[config.mk]
export PLATFORM = sky130hd
export DESIGN_NAME = midi_message_filter_router
export DESIGN_NICKNAME = d
export VERILOG_FILES = /design/src/logic/midi_message_filter_router.v
export VERILOG_INCLUDE_DIRS = /design/src /design/src/logic
export SDC_FILE = /design/constraint.sdc
export NUM_CORES = 2
export LEC_CHECK = 0
export ABC_AREA = 0
export BUFFER_PORTS_ARGS = -buffer_cell sky130_fd_sc_hd__buf_2
export CORE_MARGIN = 4
export CORE_UTILIZATION = 45
export DETAILED_ROUTE_END_ITERATION = 10
export PLACE_DENSITY = 0.69
export SYNTH_ARGS = -nofsm -noshare
export SYNTH_HDL_FRONTEND = slang
export SYNTH_SLANG_ARGS = --single-unit
export TNS_END_PERCENT = 50
[constraint.sdc]
create_clock -name ref_clk -period 7.6 [get_ports ref_clk]
set_input_delay 0.38 -clock ref_clk [delete_from_list [all_inputs] [get_ports ref_clk]]
set_output_delay 0.38 -clock ref_clk [all_outputs]
set_load 0.005 [all_outputs]
[src/logic/midi_router_regs.vh]
`ifndef MIDI_ROUTER_REGS_VH
`define MIDI_ROUTER_REGS_VH
// ==========================================================================
// Register offsets (word index on the register port).
`define REG_CONFIG      4'h0
`define REG_SWITCHES    4'h1
`define REG_MAP_PTR     4'h2
`define REG_MAP_DATA    4'h3
`define REG_SCENE_SEND  4'h4
`define REG_CC_SEND     4'h5
`define REG_SYSEX_SEND  4'h6
`define REG_STATUS      4'h7
// ==========================================================================
// Configuration fields and reset values.
`define PORT_MIDI       2'h0
`define PORT_HOST_A     2'h1
`define PORT_HOST_B     2'h2
`define PORT_HOST_C     2'h3
`define CONFIG_RESET    16'h0000
`define SW_PC_TX        0
`define SW_PC_RX        1
`define SW_PC_OMNI      2
`define SW_PC_ECHO      3
`define SW_CC_TX        4
`define SW_CC_RX        5
`define SW_CC_OMNI      6
`define SW_CC_ECHO      7
`define SW_PM_TX        8
`define SW_PM_RX        9
`define SW_PM_ECHO      10
`define SW_BULK_EN      11
`define SWITCHES_RESET  12'ha03
`define SEND_SUBST_BIT  8
`define SEND_ANSWER_BIT 9
`define SEND_BULK_BIT   10
`define MAP_INIT_BIT    15
`define MAP_INIT_COUNT  7'h63
// ==========================================================================
// Message codes.
`define MSG_PROG        4'hc
`define MSG_CTRL        4'hb
`define MSG_SYSEX       8'hf0
`define MSG_EOX         8'hf7
`define MSG_REALTIME    8'hf8
`define SUB_BULK_DUMP   4'h0
`define SUB_PARAM       4'h1
`define SUB_BULK_REQ    4'h2
`define SUB_PARAM_REQ   4'h3
`define SCENE_RECALL_CODE 8'h10
// ==========================================================================
// Timing: clock in kHz, link rates in units of 10 bit/s.
`define CLK_KHZ         10000
`define MIDI_RATE_X100  3125
`define HOSTB_RATE_X100 3840
`define MIDI_BIT_CYC    ((`CLK_KHZ * 100) / `MIDI_RATE_X100)
`define HOSTB_BIT_CYC   ((`CLK_KHZ * 100) / `HOSTB_RATE_X100)
`endif

[src/logic/midi_message_filter_router.v]
// Local design decisions: strobed register access and the register offsets.
`include "midi_router_regs.vh"

module midi_message_filter_router #(
	parameter             FIFO_AW  = 4,
	parameter       [7:0] MAKER_ID = 8'h7d // Arbitrary value.
)(
	// Clock and reset.
	input  wire        ref_clk,
	input  wire        rst,
	// Register port.
	input  wire [3:0]  addr,
	input  wire [15:0] wrData,
	input  wire        wrEn,
	input  wire        rdEn,
	output wire [15:0] rdData,
	// Serial pins.
	input  wire        midiIn,
	output wire        midiOut,
	output wire        midiThru,
	input  wire        hostRxd,
	output wire        hostTxd,
	// Mixer side.
	output wire        sceneRecall,
	output wire [6:0]  sceneNum,
	output wire        paramAdjust,
	output wire [6:0]  ccNum,
	output wire [6:0]  ccValue,
	output wire        sysexValid,
	output wire [7:0]  sysexByte,
	output wire        bulkValid,
	output wire [7:0]  bulkByte,
	output wire        paramRequest,
	output wire        bulkRequest,
	output wire [3:0]  requestChannel
);
	localparam integer MIDI_CYC_N  = `MIDI_BIT_CYC;
	localparam integer HOSTB_CYC_N = `HOSTB_BIT_CYC;
	// Bit times fit nine bits at this clock; cut on purpose from the integer counts.
	localparam [8:0] MIDI_CYC  = MIDI_CYC_N[8:0];
	localparam [8:0] HOSTB_CYC = HOSTB_CYC_N[8:0];
	localparam [FIFO_AW:0] DEPTH = {1'b1, {FIFO_AW{1'b0}}};

	// A channel message is taken on the receive channel or anywhere with omni.
	function chanOk;
		input       omni;
		input [3:0] ch;
		input [3:0] want;
		begin
			chanOk = omni | (ch == want);
		end
	endfunction

	reg  [1:0]  portSel_q;
	reg  [3:0]  txCh_q, rxCh_q, reqCh_q;
	reg  [11:0] sw_q;
	reg  [6:0]  mapPtr_q;
	reg  [7:0]  progMap [0:127];
	reg         initBusy_q;
	reg  [6:0]  initIdx_q;
	reg         rdEn_q;
	reg  [15:0] rdData_q;
	reg         midiThru_q, midiOut_q, hostTxd_q;
	reg         sceneRecall_q, paramAdjust_q, sysexValid_q, bulkValid_q;
	reg         paramRequest_q, bulkRequest_q;
	reg  [6:0]  sceneNum_q, ccNum_q, ccValue_q;
	reg  [7:0]  sysexByte_q, bulkByte_q;
	integer     i;

	// ======================================================================
	// Output mapping.
	assign rdData         = rdData_q;
	assign midiOut        = midiOut_q;
	assign midiThru       = midiThru_q;
	assign hostTxd        = hostTxd_q;
	assign sceneRecall    = sceneRecall_q;
	assign sceneNum       = sceneNum_q;
	assign paramAdjust    = paramAdjust_q;
	assign ccNum          = ccNum_q;
	assign ccValue        = ccValue_q;
	assign sysexValid     = sysexValid_q;
	assign sysexByte      = sysexByte_q;
	assign bulkValid      = bulkValid_q;
	assign bulkByte       = bulkByte_q;
	assign paramRequest   = paramRequest_q;
	assign bulkRequest    = bulkRequest_q;
	assign requestChannel = reqCh_q;

	// Both directions share one bit time; only setting b runs faster.
	wire [8:0] bitLen = (portSel_q == `PORT_HOST_B) ? HOSTB_CYC : MIDI_CYC;

	// ======================================================================
	// Receiver.
	reg       rxLine_q, rxBusy_q, rxDone_q;
	reg [8:0] rxCnt_q;
	reg [3:0] rxBit_q;
	reg [7:0] rxSh_q;

	// Start is checked again at mid bit, so a glitch does not open a frame.
	always @(posedge ref_clk or posedge rst) begin
		if (rst) begin
			rxLine_q <= 1'b1;
			rxBusy_q <= 1'b0;
			rxDone_q <= 1'b0;
			rxCnt_q  <= 9'h000;
			rxBit_q  <= 4'h0;
			rxSh_q   <= 8'h00;
		end else begin
			rxLine_q <= (portSel_q == `PORT_MIDI) ? midiIn : hostRxd;
			rxDone_q <= 1'b0;
			if (!rxBusy_q) begin
				if (!rxLine_q) begin
					rxBusy_q <= 1'b1;
					rxCnt_q  <= bitLen >> 1;
					rxBit_q  <= 4'h0;
				end
			end else if (rxCnt_q != 9'h000) begin
				rxCnt_q <= rxCnt_q - 9'h001;
			end else begin
				rxCnt_q <= bitLen - 9'h001;
				rxBit_q <= rxBit_q + 4'h1;
				if (rxBit_q == 4'h0 && rxLine_q) begin
					rxBusy_q <= 1'b0;
				end else if (rxBit_q >= 4'h1 && rxBit_q <= 4'h8) begin
					rxSh_q <= {rxLine_q, rxSh_q[7:1]};
				end else if (rxBit_q == 4'h9) begin
					rxBusy_q <= 1'b0;
					rxDone_q <= rxLine_q;
				end
			end
		end
	end

	// ======================================================================
	// Parser state and echo decision.
	wire [7:0] rb = rxSh_q;
	wire       rxTake = rxDone_q && rb < `MSG_REALTIME;
	reg  [7:0] st_q, sxSub_q, sxId_q;
	reg        ccIdx_q, sxEcho_q, sxApply_q, sxBulk_q;
	reg  [1:0] sxIdx_q;
	reg        rxPush;

	// Echo copies the incoming byte straight into the send queue.
	always @* begin
		rxPush = 1'b0;
		if (rxTake) begin
			if (rb[7]) begin
				if (rb == `MSG_EOX)
					rxPush = sxEcho_q;
				else if (rb[7:4] == `MSG_PROG)
					rxPush = sw_q[`SW_PC_ECHO];
				else if (rb[7:4] == `MSG_CTRL)
					rxPush = sw_q[`SW_CC_ECHO];
			end else if (st_q[7:4] == `MSG_PROG) begin
				rxPush = sw_q[`SW_PC_ECHO];
			end else if (st_q[7:4] == `MSG_CTRL) begin
				rxPush = sw_q[`SW_CC_ECHO];
			end else if (st_q == `MSG_SYSEX && sxIdx_q == 2'h2) begin
				rxPush = sxEcho_q;
			end
		end
	end

	// ======================================================================
	// Emitter and send queue.
	reg  [7:0] eb_q [0:5];
	reg  [2:0] emLen_q, emIdx_q;
	reg        emBusy_q, emLink_q, echoHdrPend_q;
	reg  [8:0] fifoMem [0:DEPTH-1];
	reg  [FIFO_AW:0] wp_q, rp_q;
	wire [FIFO_AW:0] fifoCnt = wp_q - rp_q;
	wire       fifoFull  = fifoCnt == DEPTH;
	wire       fifoEmpty = fifoCnt == {(FIFO_AW + 1){1'b0}};
	wire       emPush    = emBusy_q && !rxPush && !fifoFull;
	wire [8:0] pushData  = rxPush ? {1'b0, rb} : {emLink_q, eb_q[emIdx_q]};
	wire       push      = (rxPush && !fifoFull) || emPush;

	// Scene scan state.
	reg        scanBusy_q, scanPend_q, scanFound_q;
	reg  [6:0] scanIdx_q, scanScene_q;
	wire [7:0] scanEnt = progMap[scanIdx_q];
	wire [7:0] rxEnt   = progMap[rb[6:0]];
	wire       emFree  = !emBusy_q && !echoHdrPend_q && !scanPend_q;
	wire [7:0] sxIn    = wrData[7:0];
	wire       sxOk    = wrData[`SEND_BULK_BIT] || sw_q[`SW_PM_TX] ||
	                     (wrData[`SEND_ANSWER_BIT] && sw_q[`SW_PM_RX]);
	wire [3:0] sxCh    = wrData[`SEND_ANSWER_BIT] ? reqCh_q : txCh_q;

	// ======================================================================
	// Control: registers, parser, scan and emitter.
	always @(posedge ref_clk or posedge rst) begin
		if (rst) begin
			portSel_q <= `PORT_MIDI;
			txCh_q <= 4'h0;
			rxCh_q <= 4'h0;
			reqCh_q <= 4'h0;
			sw_q <= `SWITCHES_RESET;
			mapPtr_q <= 7'h00;
			initBusy_q <= 1'b1;
			initIdx_q <= 7'h00;
			st_q <= 8'h00;
			sxSub_q <= 8'h00;
			sxId_q <= 8'h00;
			ccIdx_q <= 1'b0;
			sxIdx_q <= 2'h0;
			sxEcho_q <= 1'b0;
			sxApply_q <= 1'b0;
			sxBulk_q <= 1'b0;
			sceneRecall_q <= 1'b0;
			paramAdjust_q <= 1'b0;
			sysexValid_q <= 1'b0;
			bulkValid_q <= 1'b0;
			paramRequest_q <= 1'b0;
			bulkRequest_q <= 1'b0;
			sceneNum_q <= 7'h00;
			ccNum_q <= 7'h00;
			ccValue_q <= 7'h00;
			sysexByte_q <= 8'h00;
			bulkByte_q <= 8'h00;
			for (i = 0; i < 6; i = i + 1)
				eb_q[i] <= 8'h00;
			emLen_q <= 3'h0;
			emIdx_q <= 3'h0;
			emBusy_q <= 1'b0;
			emLink_q <= 1'b0;
			echoHdrPend_q <= 1'b0;
			scanBusy_q <= 1'b0;
			scanPend_q <= 1'b0;
			scanFound_q <= 1'b0;
			scanIdx_q <= 7'h00;
			scanScene_q <= 7'h00;
		end else begin
			sceneRecall_q <= 1'b0;
			paramAdjust_q <= 1'b0;
			sysexValid_q <= 1'b0;
			bulkValid_q <= 1'b0;
			paramRequest_q <= 1'b0;
			bulkRequest_q <= 1'b0;
			// The map reloads its default table after reset or on command.
			if (initBusy_q) begin
				initIdx_q <= initIdx_q + 7'h01;
				if (initIdx_q == 7'h7f)
					initBusy_q <= 1'b0;
			end
			// Register writes; sends made while busy are dropped.
			if (wrEn) begin
				case (addr)
					`REG_CONFIG: begin
						portSel_q <= wrData[1:0];
						txCh_q <= wrData[7:4];
						rxCh_q <= wrData[11:8];
					end
					`REG_SWITCHES: sw_q <= wrData[11:0];
					`REG_MAP_PTR: begin
						mapPtr_q <= wrData[6:0];
						if (wrData[`MAP_INIT_BIT]) begin
							initBusy_q <= 1'b1;
							initIdx_q <= 7'h00;
						end
					end
					`REG_SCENE_SEND: if (!scanBusy_q && !scanPend_q && !initBusy_q) begin
						scanBusy_q <= 1'b1;
						scanIdx_q <= 7'h00;
						scanScene_q <= wrData[6:0];
					end
					`REG_CC_SEND: if (emFree && sw_q[`SW_CC_TX]) begin
						eb_q[0] <= {`MSG_CTRL, txCh_q};
						eb_q[1] <= {1'b0, wrData[14:8]};
						eb_q[2] <= {1'b0, wrData[6:0]};
						emLen_q <= 3'h3;
						emIdx_q <= 3'h0;
						emLink_q <= 1'b0;
						emBusy_q <= 1'b1;
					end
					`REG_SYSEX_SEND: if (emFree && sxOk) begin
						// Bulk dumps pass whatever the switches say.
						eb_q[0] <= wrData[`SEND_SUBST_BIT] ? {sxIn[7:4], sxCh} : sxIn;
						emLen_q <= 3'h1;
						emIdx_q <= 3'h0;
						emLink_q <= 1'b0;
						emBusy_q <= 1'b1;
					end
					default: ;
				endcase
			end
			// Lowest matching program index wins because the scan counts up.
			if (scanBusy_q) begin
				if (scanEnt[7] && scanEnt[6:0] == scanScene_q) begin
					scanBusy_q <= 1'b0;
					scanPend_q <= 1'b1;
					scanFound_q <= 1'b1;
				end else if (scanIdx_q == 7'h7f) begin
					scanBusy_q <= 1'b0;
					scanPend_q <= 1'b1;
					scanFound_q <= 1'b0;
				end else begin
					scanIdx_q <= scanIdx_q + 7'h01;
				end
			end
			// Emitter: echo headers first, then scene results.
			if (emPush) begin
				emIdx_q <= emIdx_q + 3'h1;
				if (emIdx_q == emLen_q - 3'h1)
					emBusy_q <= 1'b0;
			end else if (!emBusy_q && echoHdrPend_q) begin
				echoHdrPend_q <= 1'b0;
				eb_q[0] <= `MSG_SYSEX;
				eb_q[1] <= sxId_q;
				eb_q[2] <= sxSub_q;
				emLen_q <= 3'h3;
				emIdx_q <= 3'h0;
				emLink_q <= 1'b0;
				emBusy_q <= 1'b1;
			end else if (!emBusy_q && scanPend_q) begin
				scanPend_q <= 1'b0;
				emIdx_q <= 3'h0;
				if (scanFound_q) begin
					eb_q[0] <= {`MSG_PROG, txCh_q};
					eb_q[1] <= {1'b0, scanIdx_q};
					emLen_q <= 3'h2;
					emLink_q <= 1'b1;
					emBusy_q <= sw_q[`SW_PC_TX];
				end else begin
					eb_q[0] <= `MSG_SYSEX;
					eb_q[1] <= MAKER_ID;
					eb_q[2] <= {`SUB_PARAM, txCh_q};
					eb_q[3] <= `SCENE_RECALL_CODE;
					eb_q[4] <= {1'b0, scanScene_q};
					eb_q[5] <= `MSG_EOX;
					emLen_q <= 3'h6;
					emLink_q <= 1'b0;
					emBusy_q <= 1'b1;
				end
			end
			// Parser: a status byte below the real-time range restarts every message; real-time bytes never reach it.
			if (rxTake) begin
				if (rb[7]) begin
					if (rb == `MSG_EOX) begin
						sysexValid_q <= sxApply_q;
						sysexByte_q <= rb;
						bulkValid_q <= sxBulk_q;
						bulkByte_q <= rb;
					end
					st_q <= rb;
					ccIdx_q <= 1'b0;
					sxIdx_q <= 2'h0;
					sxEcho_q <= 1'b0;
					sxApply_q <= 1'b0;
					sxBulk_q <= 1'b0;
				end else if (st_q[7:4] == `MSG_PROG) begin
					if (sw_q[`SW_PC_RX] && chanOk(sw_q[`SW_PC_OMNI], st_q[3:0], rxCh_q) && rxEnt[7]) begin
						sceneRecall_q <= 1'b1;
						sceneNum_q <= rxEnt[6:0];
					end
				end else if (st_q[7:4] == `MSG_CTRL) begin
					ccIdx_q <= ~ccIdx_q;
					if (!ccIdx_q)
						ccNum_q <= rb[6:0];
					else if (sw_q[`SW_CC_RX] && chanOk(sw_q[`SW_CC_OMNI], st_q[3:0], rxCh_q)) begin
						paramAdjust_q <= 1'b1;
						ccValue_q <= rb[6:0];
					end
				end else if (st_q == `MSG_SYSEX) begin
					if (sxIdx_q == 2'h0) begin
						sxId_q <= rb;
						sxIdx_q <= 2'h1;
					end else if (sxIdx_q == 2'h1) begin
						sxIdx_q <= 2'h2;
						sxSub_q <= rb;
						case (rb[7:4])
							`SUB_PARAM: begin
								sxEcho_q <= sw_q[`SW_PM_ECHO];
								echoHdrPend_q <= sw_q[`SW_PM_ECHO];
								sxApply_q <= sw_q[`SW_PM_RX];
							end
							`SUB_PARAM_REQ: if (sw_q[`SW_PM_RX]) begin
								paramRequest_q <= 1'b1;
								reqCh_q <= rb[3:0];
							end
							`SUB_BULK_REQ: if (sw_q[`SW_BULK_EN]) begin
								bulkRequest_q <= 1'b1;
								reqCh_q <= rb[3:0];
							end
							`SUB_BULK_DUMP: sxBulk_q <= sw_q[`SW_BULK_EN];
							default: ;
						endcase
					end else begin
						sysexValid_q <= sxApply_q;
						sysexByte_q <= rb;
						bulkValid_q <= sxBulk_q;
						bulkByte_q <= rb;
					end
				end
			end
		end
	end

	// ======================================================================
	// Scene map storage, written by the init sweep or by software.
	wire       mapWe = initBusy_q || (wrEn && addr == `REG_MAP_DATA);
	wire [6:0] mapWa = initBusy_q ? initIdx_q : mapPtr_q;
	wire [7:0] mapWd = initBusy_q ? {initIdx_q < `MAP_INIT_COUNT, initIdx_q + 7'h01} : wrData[7:0];

	// Program index p defaults to scene p+1 for the first 99 entries.
	always @(posedge ref_clk) begin
		if (mapWe)
			progMap[mapWa] <= mapWd;
	end

	// ======================================================================
	// Send queue and transmitter.
	reg       txBusy_q, txLink_q;
	reg [8:0] txCnt_q;
	reg [3:0] txBit_q;
	reg [9:0] txSh_q;
	// The link copy only goes out when both ports share one bit rate.
	wire      linkOk = txLink_q && portSel_q != `PORT_HOST_B;

	always @(posedge ref_clk) begin
		if (push)
			fifoMem[wp_q[FIFO_AW-1:0]] <= pushData;
	end

	// Frame is start, eight data bits LSB first, stop.
	always @(posedge ref_clk or posedge rst) begin
		if (rst) begin
			wp_q <= {(FIFO_AW + 1){1'b0}};
			rp_q <= {(FIFO_AW + 1){1'b0}};
			txBusy_q <= 1'b0;
			txLink_q <= 1'b0;
			txCnt_q <= 9'h000;
			txBit_q <= 4'h0;
			txSh_q <= 10'h3ff;
			midiOut_q <= 1'b1;
			hostTxd_q <= 1'b1;
			midiThru_q <= 1'b1;
		end else begin
			midiThru_q <= midiIn;
			if (push)
				wp_q <= wp_q + {{FIFO_AW{1'b0}}, 1'b1};
			if (!txBusy_q) begin
				if (!fifoEmpty) begin
					txSh_q <= {1'b1, fifoMem[rp_q[FIFO_AW-1:0]][7:0], 1'b0};
					txLink_q <= fifoMem[rp_q[FIFO_AW-1:0]][8];
					rp_q <= rp_q + {{FIFO_AW{1'b0}}, 1'b1};
					txBusy_q <= 1'b1;
					txCnt_q <= bitLen - 9'h001;
					txBit_q <= 4'h0;
				end
			end else if (txCnt_q != 9'h000) begin
				txCnt_q <= txCnt_q - 9'h001;
			end else begin
				txCnt_q <= bitLen - 9'h001;
				txSh_q <= {1'b1, txSh_q[9:1]};
				txBit_q <= txBit_q + 4'h1;
				if (txBit_q == 4'h9)
					txBusy_q <= 1'b0;
			end
			midiOut_q <= (portSel_q == `PORT_MIDI || linkOk) ? txSh_q[0] : 1'b1;
			hostTxd_q <= (portSel_q != `PORT_MIDI || linkOk) ? txSh_q[0] : 1'b1;
		end
	end

	// ======================================================================
	// Read port: data stands only in the cycle after the strobe.
	always @(posedge ref_clk or posedge rst) begin
		if (rst) begin
			rdEn_q <= 1'b0;
			rdData_q <= 16'h0000;
		end else begin
			rdEn_q <= rdEn;
			rdData_q <= 16'h0000;
			if (rdEn) begin
				case (addr)
					`REG_CONFIG:    rdData_q <= {4'h0, rxCh_q, txCh_q, 2'h0, portSel_q};
					`REG_SWITCHES:  rdData_q <= {4'h0, sw_q};
					`REG_MAP_PTR:   rdData_q <= {9'h000, mapPtr_q};
					`REG_MAP_DATA:  rdData_q <= {8'h00, progMap[mapPtr_q]};
					`REG_STATUS:    rdData_q <= {reqCh_q, 2'h0, {(5 - FIFO_AW){1'b0}}, fifoCnt,
					                              initBusy_q, scanBusy_q | scanPend_q, emBusy_q,
					                              portSel_q == `PORT_MIDI};
					default:        rdData_q <= 16'h0000;
				endcase
			end
		end
	end
endmodule

* Yosys cells after proc, flatten, opt, wreduce, memory -nomap -nowiden
Memories as Yosys holds them, arrays and structs flattened. Index checks and enable logic that the tools add are counted.
Cells by class: multiplexer cells 222, reductions and logical operators 77, add/subtract/negate cells 12, $lt $le $gt $ge 5, equal/unequal tests 41, bitwise logic cells 16
Operator list (count):
- 1-bit 2-to-1 mux | 142
- 24-bit 2-to-1 mux | 4
- 48-bit 2-to-1 mux | 2
- 8-bit 2-to-1 mux | 11
- 7-bit 2-to-1 mux | 12
- 16-bit case mux with 5 select lines | 1
- 9-bit 2-to-1 mux | 7
- 4-bit 2-to-1 mux | 10
- 3-bit 2-to-1 mux | 13
- 16-bit 2-to-1 mux | 2
- 32-bit 2-to-1 mux | 1
- 10-bit 2-to-1 mux | 3
- 7-bit AND reduction | 4
- 9-bit by 1-bit subtractor with 9-bit output, second input constant | 3
- 8-bit binary-select mux with 3-bit select | 1
- 4-bit equality test, second input constant | 6
- 1-bit logical AND | 22
- 2-bit inequality test, second input constant | 9
- 9-bit nonzero test | 2
- 4-bit by 2-bit equality test with 1-bit output, second input constant | 4
- 4-bit by 3-bit equality test with 1-bit output, second input constant | 4
- 8-bit equality test, second input constant | 2
- 8-bit case mux with 2 select lines | 1
- 2-bit AND reduction | 8
- 43 further kinds | 99
Storage, ports and cells: bits in registers 241, memories 2, bits in writable memories 1168
Memory list:
- progMap | depth 128, width 8, read ports 3, clocked after Yosys merged registers in 0, wr ports 1, RTL line midi_message_filter_router.v:58 | reg [7:0] progMap [0:127];
- fifoMem | depth 16, width 9, read ports 1, clocked after Yosys merged registers in 0, wr ports 1, RTL line midi_message_filter_router.v:169 | reg [8:0] fifoMem [0:DEPTH-1];

* Longest topological paths before layout
depth in word-level cells 19, depth in mapped cells 16

* Least setup slack after synthesis
Ideal clock, no wire load.
path kind register -> register, from register initBusy_q, to memory progMap[0][1] (data pin), buffers on the path 3, data required time 6402 ps, path slack 479 ps, arrival 5923 ps, stages on the path, launching flop included 5, setup time 1198 ps, path through dfstp_2 -> clkbuf_1 -> clkbuf_1 -> buf_1 -> o21ai_0
On the way: longest elaborated chain between the ends 1
Ends and longest elaborated chain:
- start, declared | RTL line midi_message_filter_router.v:59 | reg initBusy_q;
- start signal, assigned | RTL line midi_message_filter_router.v:199 | initBusy_q <= 1'b1;
- start signal, assigned | RTL line midi_message_filter_router.v:243 | initBusy_q <= 1'b0;
- start signal, assigned | RTL line midi_message_filter_router.v:257 | initBusy_q <= 1'b1;
- 8-bit 2-to-1 mux | RTL line midi_message_filter_router.v:402 | wire [7:0] mapWd = initBusy_q ? {initIdx_q < `MAP_INIT_COUNT, initIdx_q + 7'h01} : wrData[7:0];
- net mapWd[1] | RTL line midi_message_filter_router.v:402
- end, declared | RTL line midi_message_filter_router.v:58
The timed path passes the listed nets, and every way through them passes these cells.

* Final worst setup path
from register scanIdx_q[2], to register scanPend_q
On the way: longest elaborated chain between the ends 8
Ends and longest elaborated chain:
- start, declared | RTL line midi_message_filter_router.v:180 | reg [6:0] scanIdx_q, scanScene_q;
- start signal, assigned | RTL line midi_message_filter_router.v:297 | scanIdx_q <= scanIdx_q + 7'h01;
- memory read 128 x 8 bit
- 7-bit equality test | RTL line midi_message_filter_router.v:288 | if (scanEnt[7] && scanEnt[6:0] == scanScene_q) begin
- 1-bit logical AND | RTL line midi_message_filter_router.v:288
- 1-bit 2-to-1 mux (*) | RTL line midi_message_filter_router.v:288
- 1-bit 2-to-1 mux (*) | RTL line midi_message_filter_router.v:287 | if (scanBusy_q) begin
- 1-bit 2-to-1 mux | RTL line midi_message_filter_router.v:314 | end else if (!emBusy_q && scanPend_q) begin
- 1-bit 2-to-1 mux | RTL line midi_message_filter_router.v:305 | end else if (!emBusy_q && echoHdrPend_q) begin
- 1-bit 2-to-1 mux (*) | RTL line midi_message_filter_router.v:301 | if (emPush) begin
- end signal, assigned | RTL line midi_message_filter_router.v:290 | scanPend_q <= 1'b1;
- end signal, assigned | RTL line midi_message_filter_router.v:294 | scanPend_q <= 1'b1;
- end signal, assigned | RTL line midi_message_filter_router.v:315 | scanPend_q <= 1'b0;
- end, declared | RTL line midi_message_filter_router.v:179 | reg scanBusy_q, scanPend_q, scanFound_q;
Mark *: on every way between the ends. The rest lies on a longest branch, timed or not. A chain may end at the register's enable or synchronous reset.

==> metrics.md <==
| Metric | Value |
|---|---|
| Status | finished with violations |
| Failing checks | max-capacitance violations, max-slew violations |
| Met3 routed WL | between 30000 and 40000 µm |
| Hold-fix buffers at CTS | 17 |
| Die X | between 400 and 500 µm |
| Post-synth top area cell | edfxtp_1 |
| All-Layer GR Usage | between 20 and 30% |
| DIE HEIGHT | 413 µm |
| Crit-path cells | buf_4 > inv_2 > buf_4 > nor2_1 > a32oi_1 > nand4_1 > a211oi_1 > o31ai_1 > nor2_1 > o2111ai_2 > a21oi_1 > o22a_1 |
| Die area | between 150000 and 200000 µm² |
| Minimum clock period after layout | ~5.2 ns |
| Pleak | between 20 and 30 nW |
| R2R Setup Slk | around 2.4 ns |
| H-tree levels | 4 |
| Routed WL | ~230000 µm |
| Worst path arrival time | approximately 5.9 ns |
| Synthesized instance count | 4350 |
| PD cells | 343 nW/µm² |
| P_int | around 18 mW |
| Layout Utilization | roughly 50% |
| Metal1 wirelength | 82900 µm |
| Crit Path Category | flip-flop to flip-flop |
| Comb power frac | about a third |
| Post-route DRC | 0 |
| Number of clock sinks | 1407 |
| Setup TNS | 0 ns |
| CTS tree | built |
| Endpoints failing setup | 0 |
| Post-Layout Cell Count | 6666 |
| Reg2Reg Depth | 12 |
| Core Rows | about 150 |
| Unrepaired setup endpoints after global routing | false |
| Peak VDD IR | approximately 0.00036 V |
| Switching part of the total | between 30% and 40% |
| Worst path max stage delay | around 1.1 ns |
| Largest net degree at the start of global routing | 112 |
| Critical path depth in cells | 12 |
| Synthesis Warnings | 0 |
| Relative slew slack | -0.895% |
| Final Cycle Share | between 60% and 70% |
| Syn Nets | about 4400 |
| Vias | approximately 47000 |
| Crit path capture type | flip-flop |
| Uppermost layer routed | met5 |
| Clock-pin transition on the worst setup and hold timing paths | around 0.060 ns |
| Switching power | just over 10 mW |
| Dpl hpwl | 155000 µm |
| Clk pwr share | a little over a quarter |
| Placed cells | roughly 6400 |
| IO Port Bufs | 91 |
| Count of pins over their slew limit | 11 |
| Initial antenna violation count | 15 |
| Top post-synthesis cells by area | edfxtp_1 48%, mux4_2 27%, dfrtp_1 7.5% |
| Final antenna-violating net count | 0 |
| #FFs+latches synth | between 1000 and 1500 |
| Global-route wire length before repair | 335000 µm |
| Vias in the first global route | roughly 45000 |
| Synthesized area | approximately 74000 µm² |
| Setup repair bufs after CTS | 0 |
| Starting density of the core | a little under half |
| Synth top area share | ~48% |
| Syn Area/Cell | between 15 and 20 µm² |
| Met2 WL post-DR | roughly 110000 µm |
| DRT iter0 DRCs | roughly 7300 |
| Pre-antenna DRT Iters | 9 |
| Maxcap violations | 3 |
| Worst hold-check path type | primary input to flip-flop |
| IO Pins | 92 |
| Post-CTS sizing | 0 |
| CTS Root Cell | clkbuf_16 |
| Fmax | about 190 MHz |
| Via density | 7.04 |
| Post-synth cell types | 84 |
| CP bufs+invs | 3 |
| Slowest CP cell | nor2_1 |
| Worst-Margin Slew | between 1.5 and 2 ns |
| Max Root-Sink Buffers | 3 |
| Worst path required time | between 8 and 9 ns |
| Seq pwr share | around 39% |
| Gr ovfl total | 0 |
| Hold Vio Cnt, Final | 0 |
| EDFF count, synth | between 1000 and 1500 |
| Core Footprint | between 150000 and 200000 µm² |
| Area growth syn-to-layout | 10.4% |
| Top delay family on crit path | compound AO/OA/AOI/OAI gates |
| Clk Latency, worst-skew pair | between 0.8 and 0.9 ns |
| Inserted Clock Buffers | between 100 and 150 |
| Cell count of the worst hold path | 3 |
| Nets | between 4000 and 5000 |
| Placer Congestion | 0.958 |
| Top FF cell, synth | edfxtp_1 |
| Startpoint types | flip-flop |
| Seq/Total Area, Yosys | a little under three fifths |
| Ys async rst share | approximately 17% |
| Clock Skew | roughly 0.045 ns |
| Critical path fanouts, max | 28 |
| DR WL/cell | about 35 µm |
| Share of layout cells above drive strength 1 | roughly 32% |
placed cells by master (no fill, tap or decap), types with 11 or more instances in the layout:
cell type         n
nor2_1          246
and3_1           18
buf_12           12
a221oi_1         14
nand2_1         260
and2_1           11
edfxtp_1       1168
buf_2            91
a211oi_1         22
clkbuf_16       151
mux2_2           88
nand3_1          59
a31oi_1          18
nand2b_1         30
mux4_2          870
xor2_1           19
ha_1             20
a21oi_1          82
bufinv_16        11
a21o_1           13
nor2b_1          18
o22ai_1          32
clkbuf_1         29
a22o_1           18
nor4_1           15
a22oi_1         104
clkinv_2         22
inv_1            45
nor3_1           34
clkinv_1         25
dfrtp_1         206
o21ai_0         105
nand4_1          23
mux2i_1         247
buf_4           105
xnor2_1          29
dlygate4sd3_1    17
dfstp_2          18
tightest hold or removal path, cell delays in order:
cell and delay (ns):
buf_2 0.10, and3_1 0.27, nor2_1 0.14
layout make-up:
type	instances	area (µm²)
multi-input combinational	2537	30800
inverter	53	211
clock inverter	81	837
clock buffer	185	3950
antenna	3	7.51
sequential	1407	41100
fill	13157	81500
tap	2175	2720
timing repair buffer	225	1650
power groups by stage:
| stage | registers, mW | clock network (mW) | logic, mW |
|---|---|---|---|
| after floorplan | 10.8 | 0 | 6.38 |
| after global placement | 11.1 | 0 | 9.25 |
| after detailed placement | 11.1 | 0 | 9.38 |
| after CTS | 10.9 | 7.33 | 9.42 |
| after global routing | 11.0 | 7.67 | 10.0 |
| final | 11.0 | 7.28 | 9.63 |
registers in the layout, summed over array words and instances, names as in the netlist, 7 cells and up:
name	cells
progMap	1024
sxId_q	7
ccNum	7
sxSub_q	7
bulkByte	8
sceneNum	7
initIdx_q	7
ccValue	7
scanIdx_q	7
mapPtr_q	7
rdData	16
rb	8
txSh_q	9
st_q	8
scanScene_q	7
eb_q	32
sw_q	12
rxCnt_q	9
fifoMem	144
txCnt_q	9
worst paths after layout:
path | end | from
max in group asynchronous | rp_q[0] | rst
setup reg to reg | scanPend_q | scanIdx_q[2]
hold reg to reg | eb_q[47] | eb_q[47]
setup / recovery | scanPend_q | scanIdx_q[2]
hold / removal | initIdx_q[2] | wrData[15]
min in group asynchronous | rxDone_q | rst
cell families (layout without fill, tap and decap cells):
family / count (synthesis) / count (layout) / synth area share, %
flops: 1407 / 1407 / 55.8
buf+inv: 406 / 544 / 2.57
other cells: 0 / 3 / 0
mux: 1213 / 1213 / 31.6
simple gates: 765 / 765 / 4.73
fa+ha+maj: 21 / 21 / 0.367
compound gates: 490 / 490 / 4.42
xor+xnor: 48 / 48 / 0.571
layer usage:
metal | global-route usage, % | vias to the layer above
li1 | - | 18199
met1 | 36.6 | 24290
met2 | 41.5 | 3690
met3 | 8.02 | 707
met4 | 13.7 | 16
met5 | 0 | -
synthesized netlist by cell type (14+ instances only):
master,count
a211oi_1,22
a21oi_1,88
a221oi_1,14
a22o_1,18
a22oi_1,104
a31oi_1,18
and3_1,18
buf_1,83
buf_2,28
buf_4,22
buf_6,23
clkbuf_1,191
dfrtp_1,221
dfstp_2,18
edfxtp_1,1168
ha_1,20
inv_1,46
mux2_2,88
mux2i_1,247
mux4_2,870
nand2_1,260
nand2b_1,30
nand3_1,59
nand4_1,23
nor2_1,247
nor2b_1,19
nor3_1,34
nor4_1,16
o21ai_0,107
o22ai_1,32
xnor2_1,29
xor2_1,19
metrics by stage:
step	hold slack [ns]	worst slack (ns)	power [mW]	cell area [µm²]
after floorplan	0.384	0.479	17.2	73700
after global placement	0.449	2.60	20.3	76400
after detailed placement	0.456	2.57	20.5	76400
after CTS	0.0717	2.53	27.7	81300
after global routing	0.117	2.28	28.7	81300
final	0.115	2.38	27.9	81300
No activity file was read; power rests on OpenSTA's default activity.
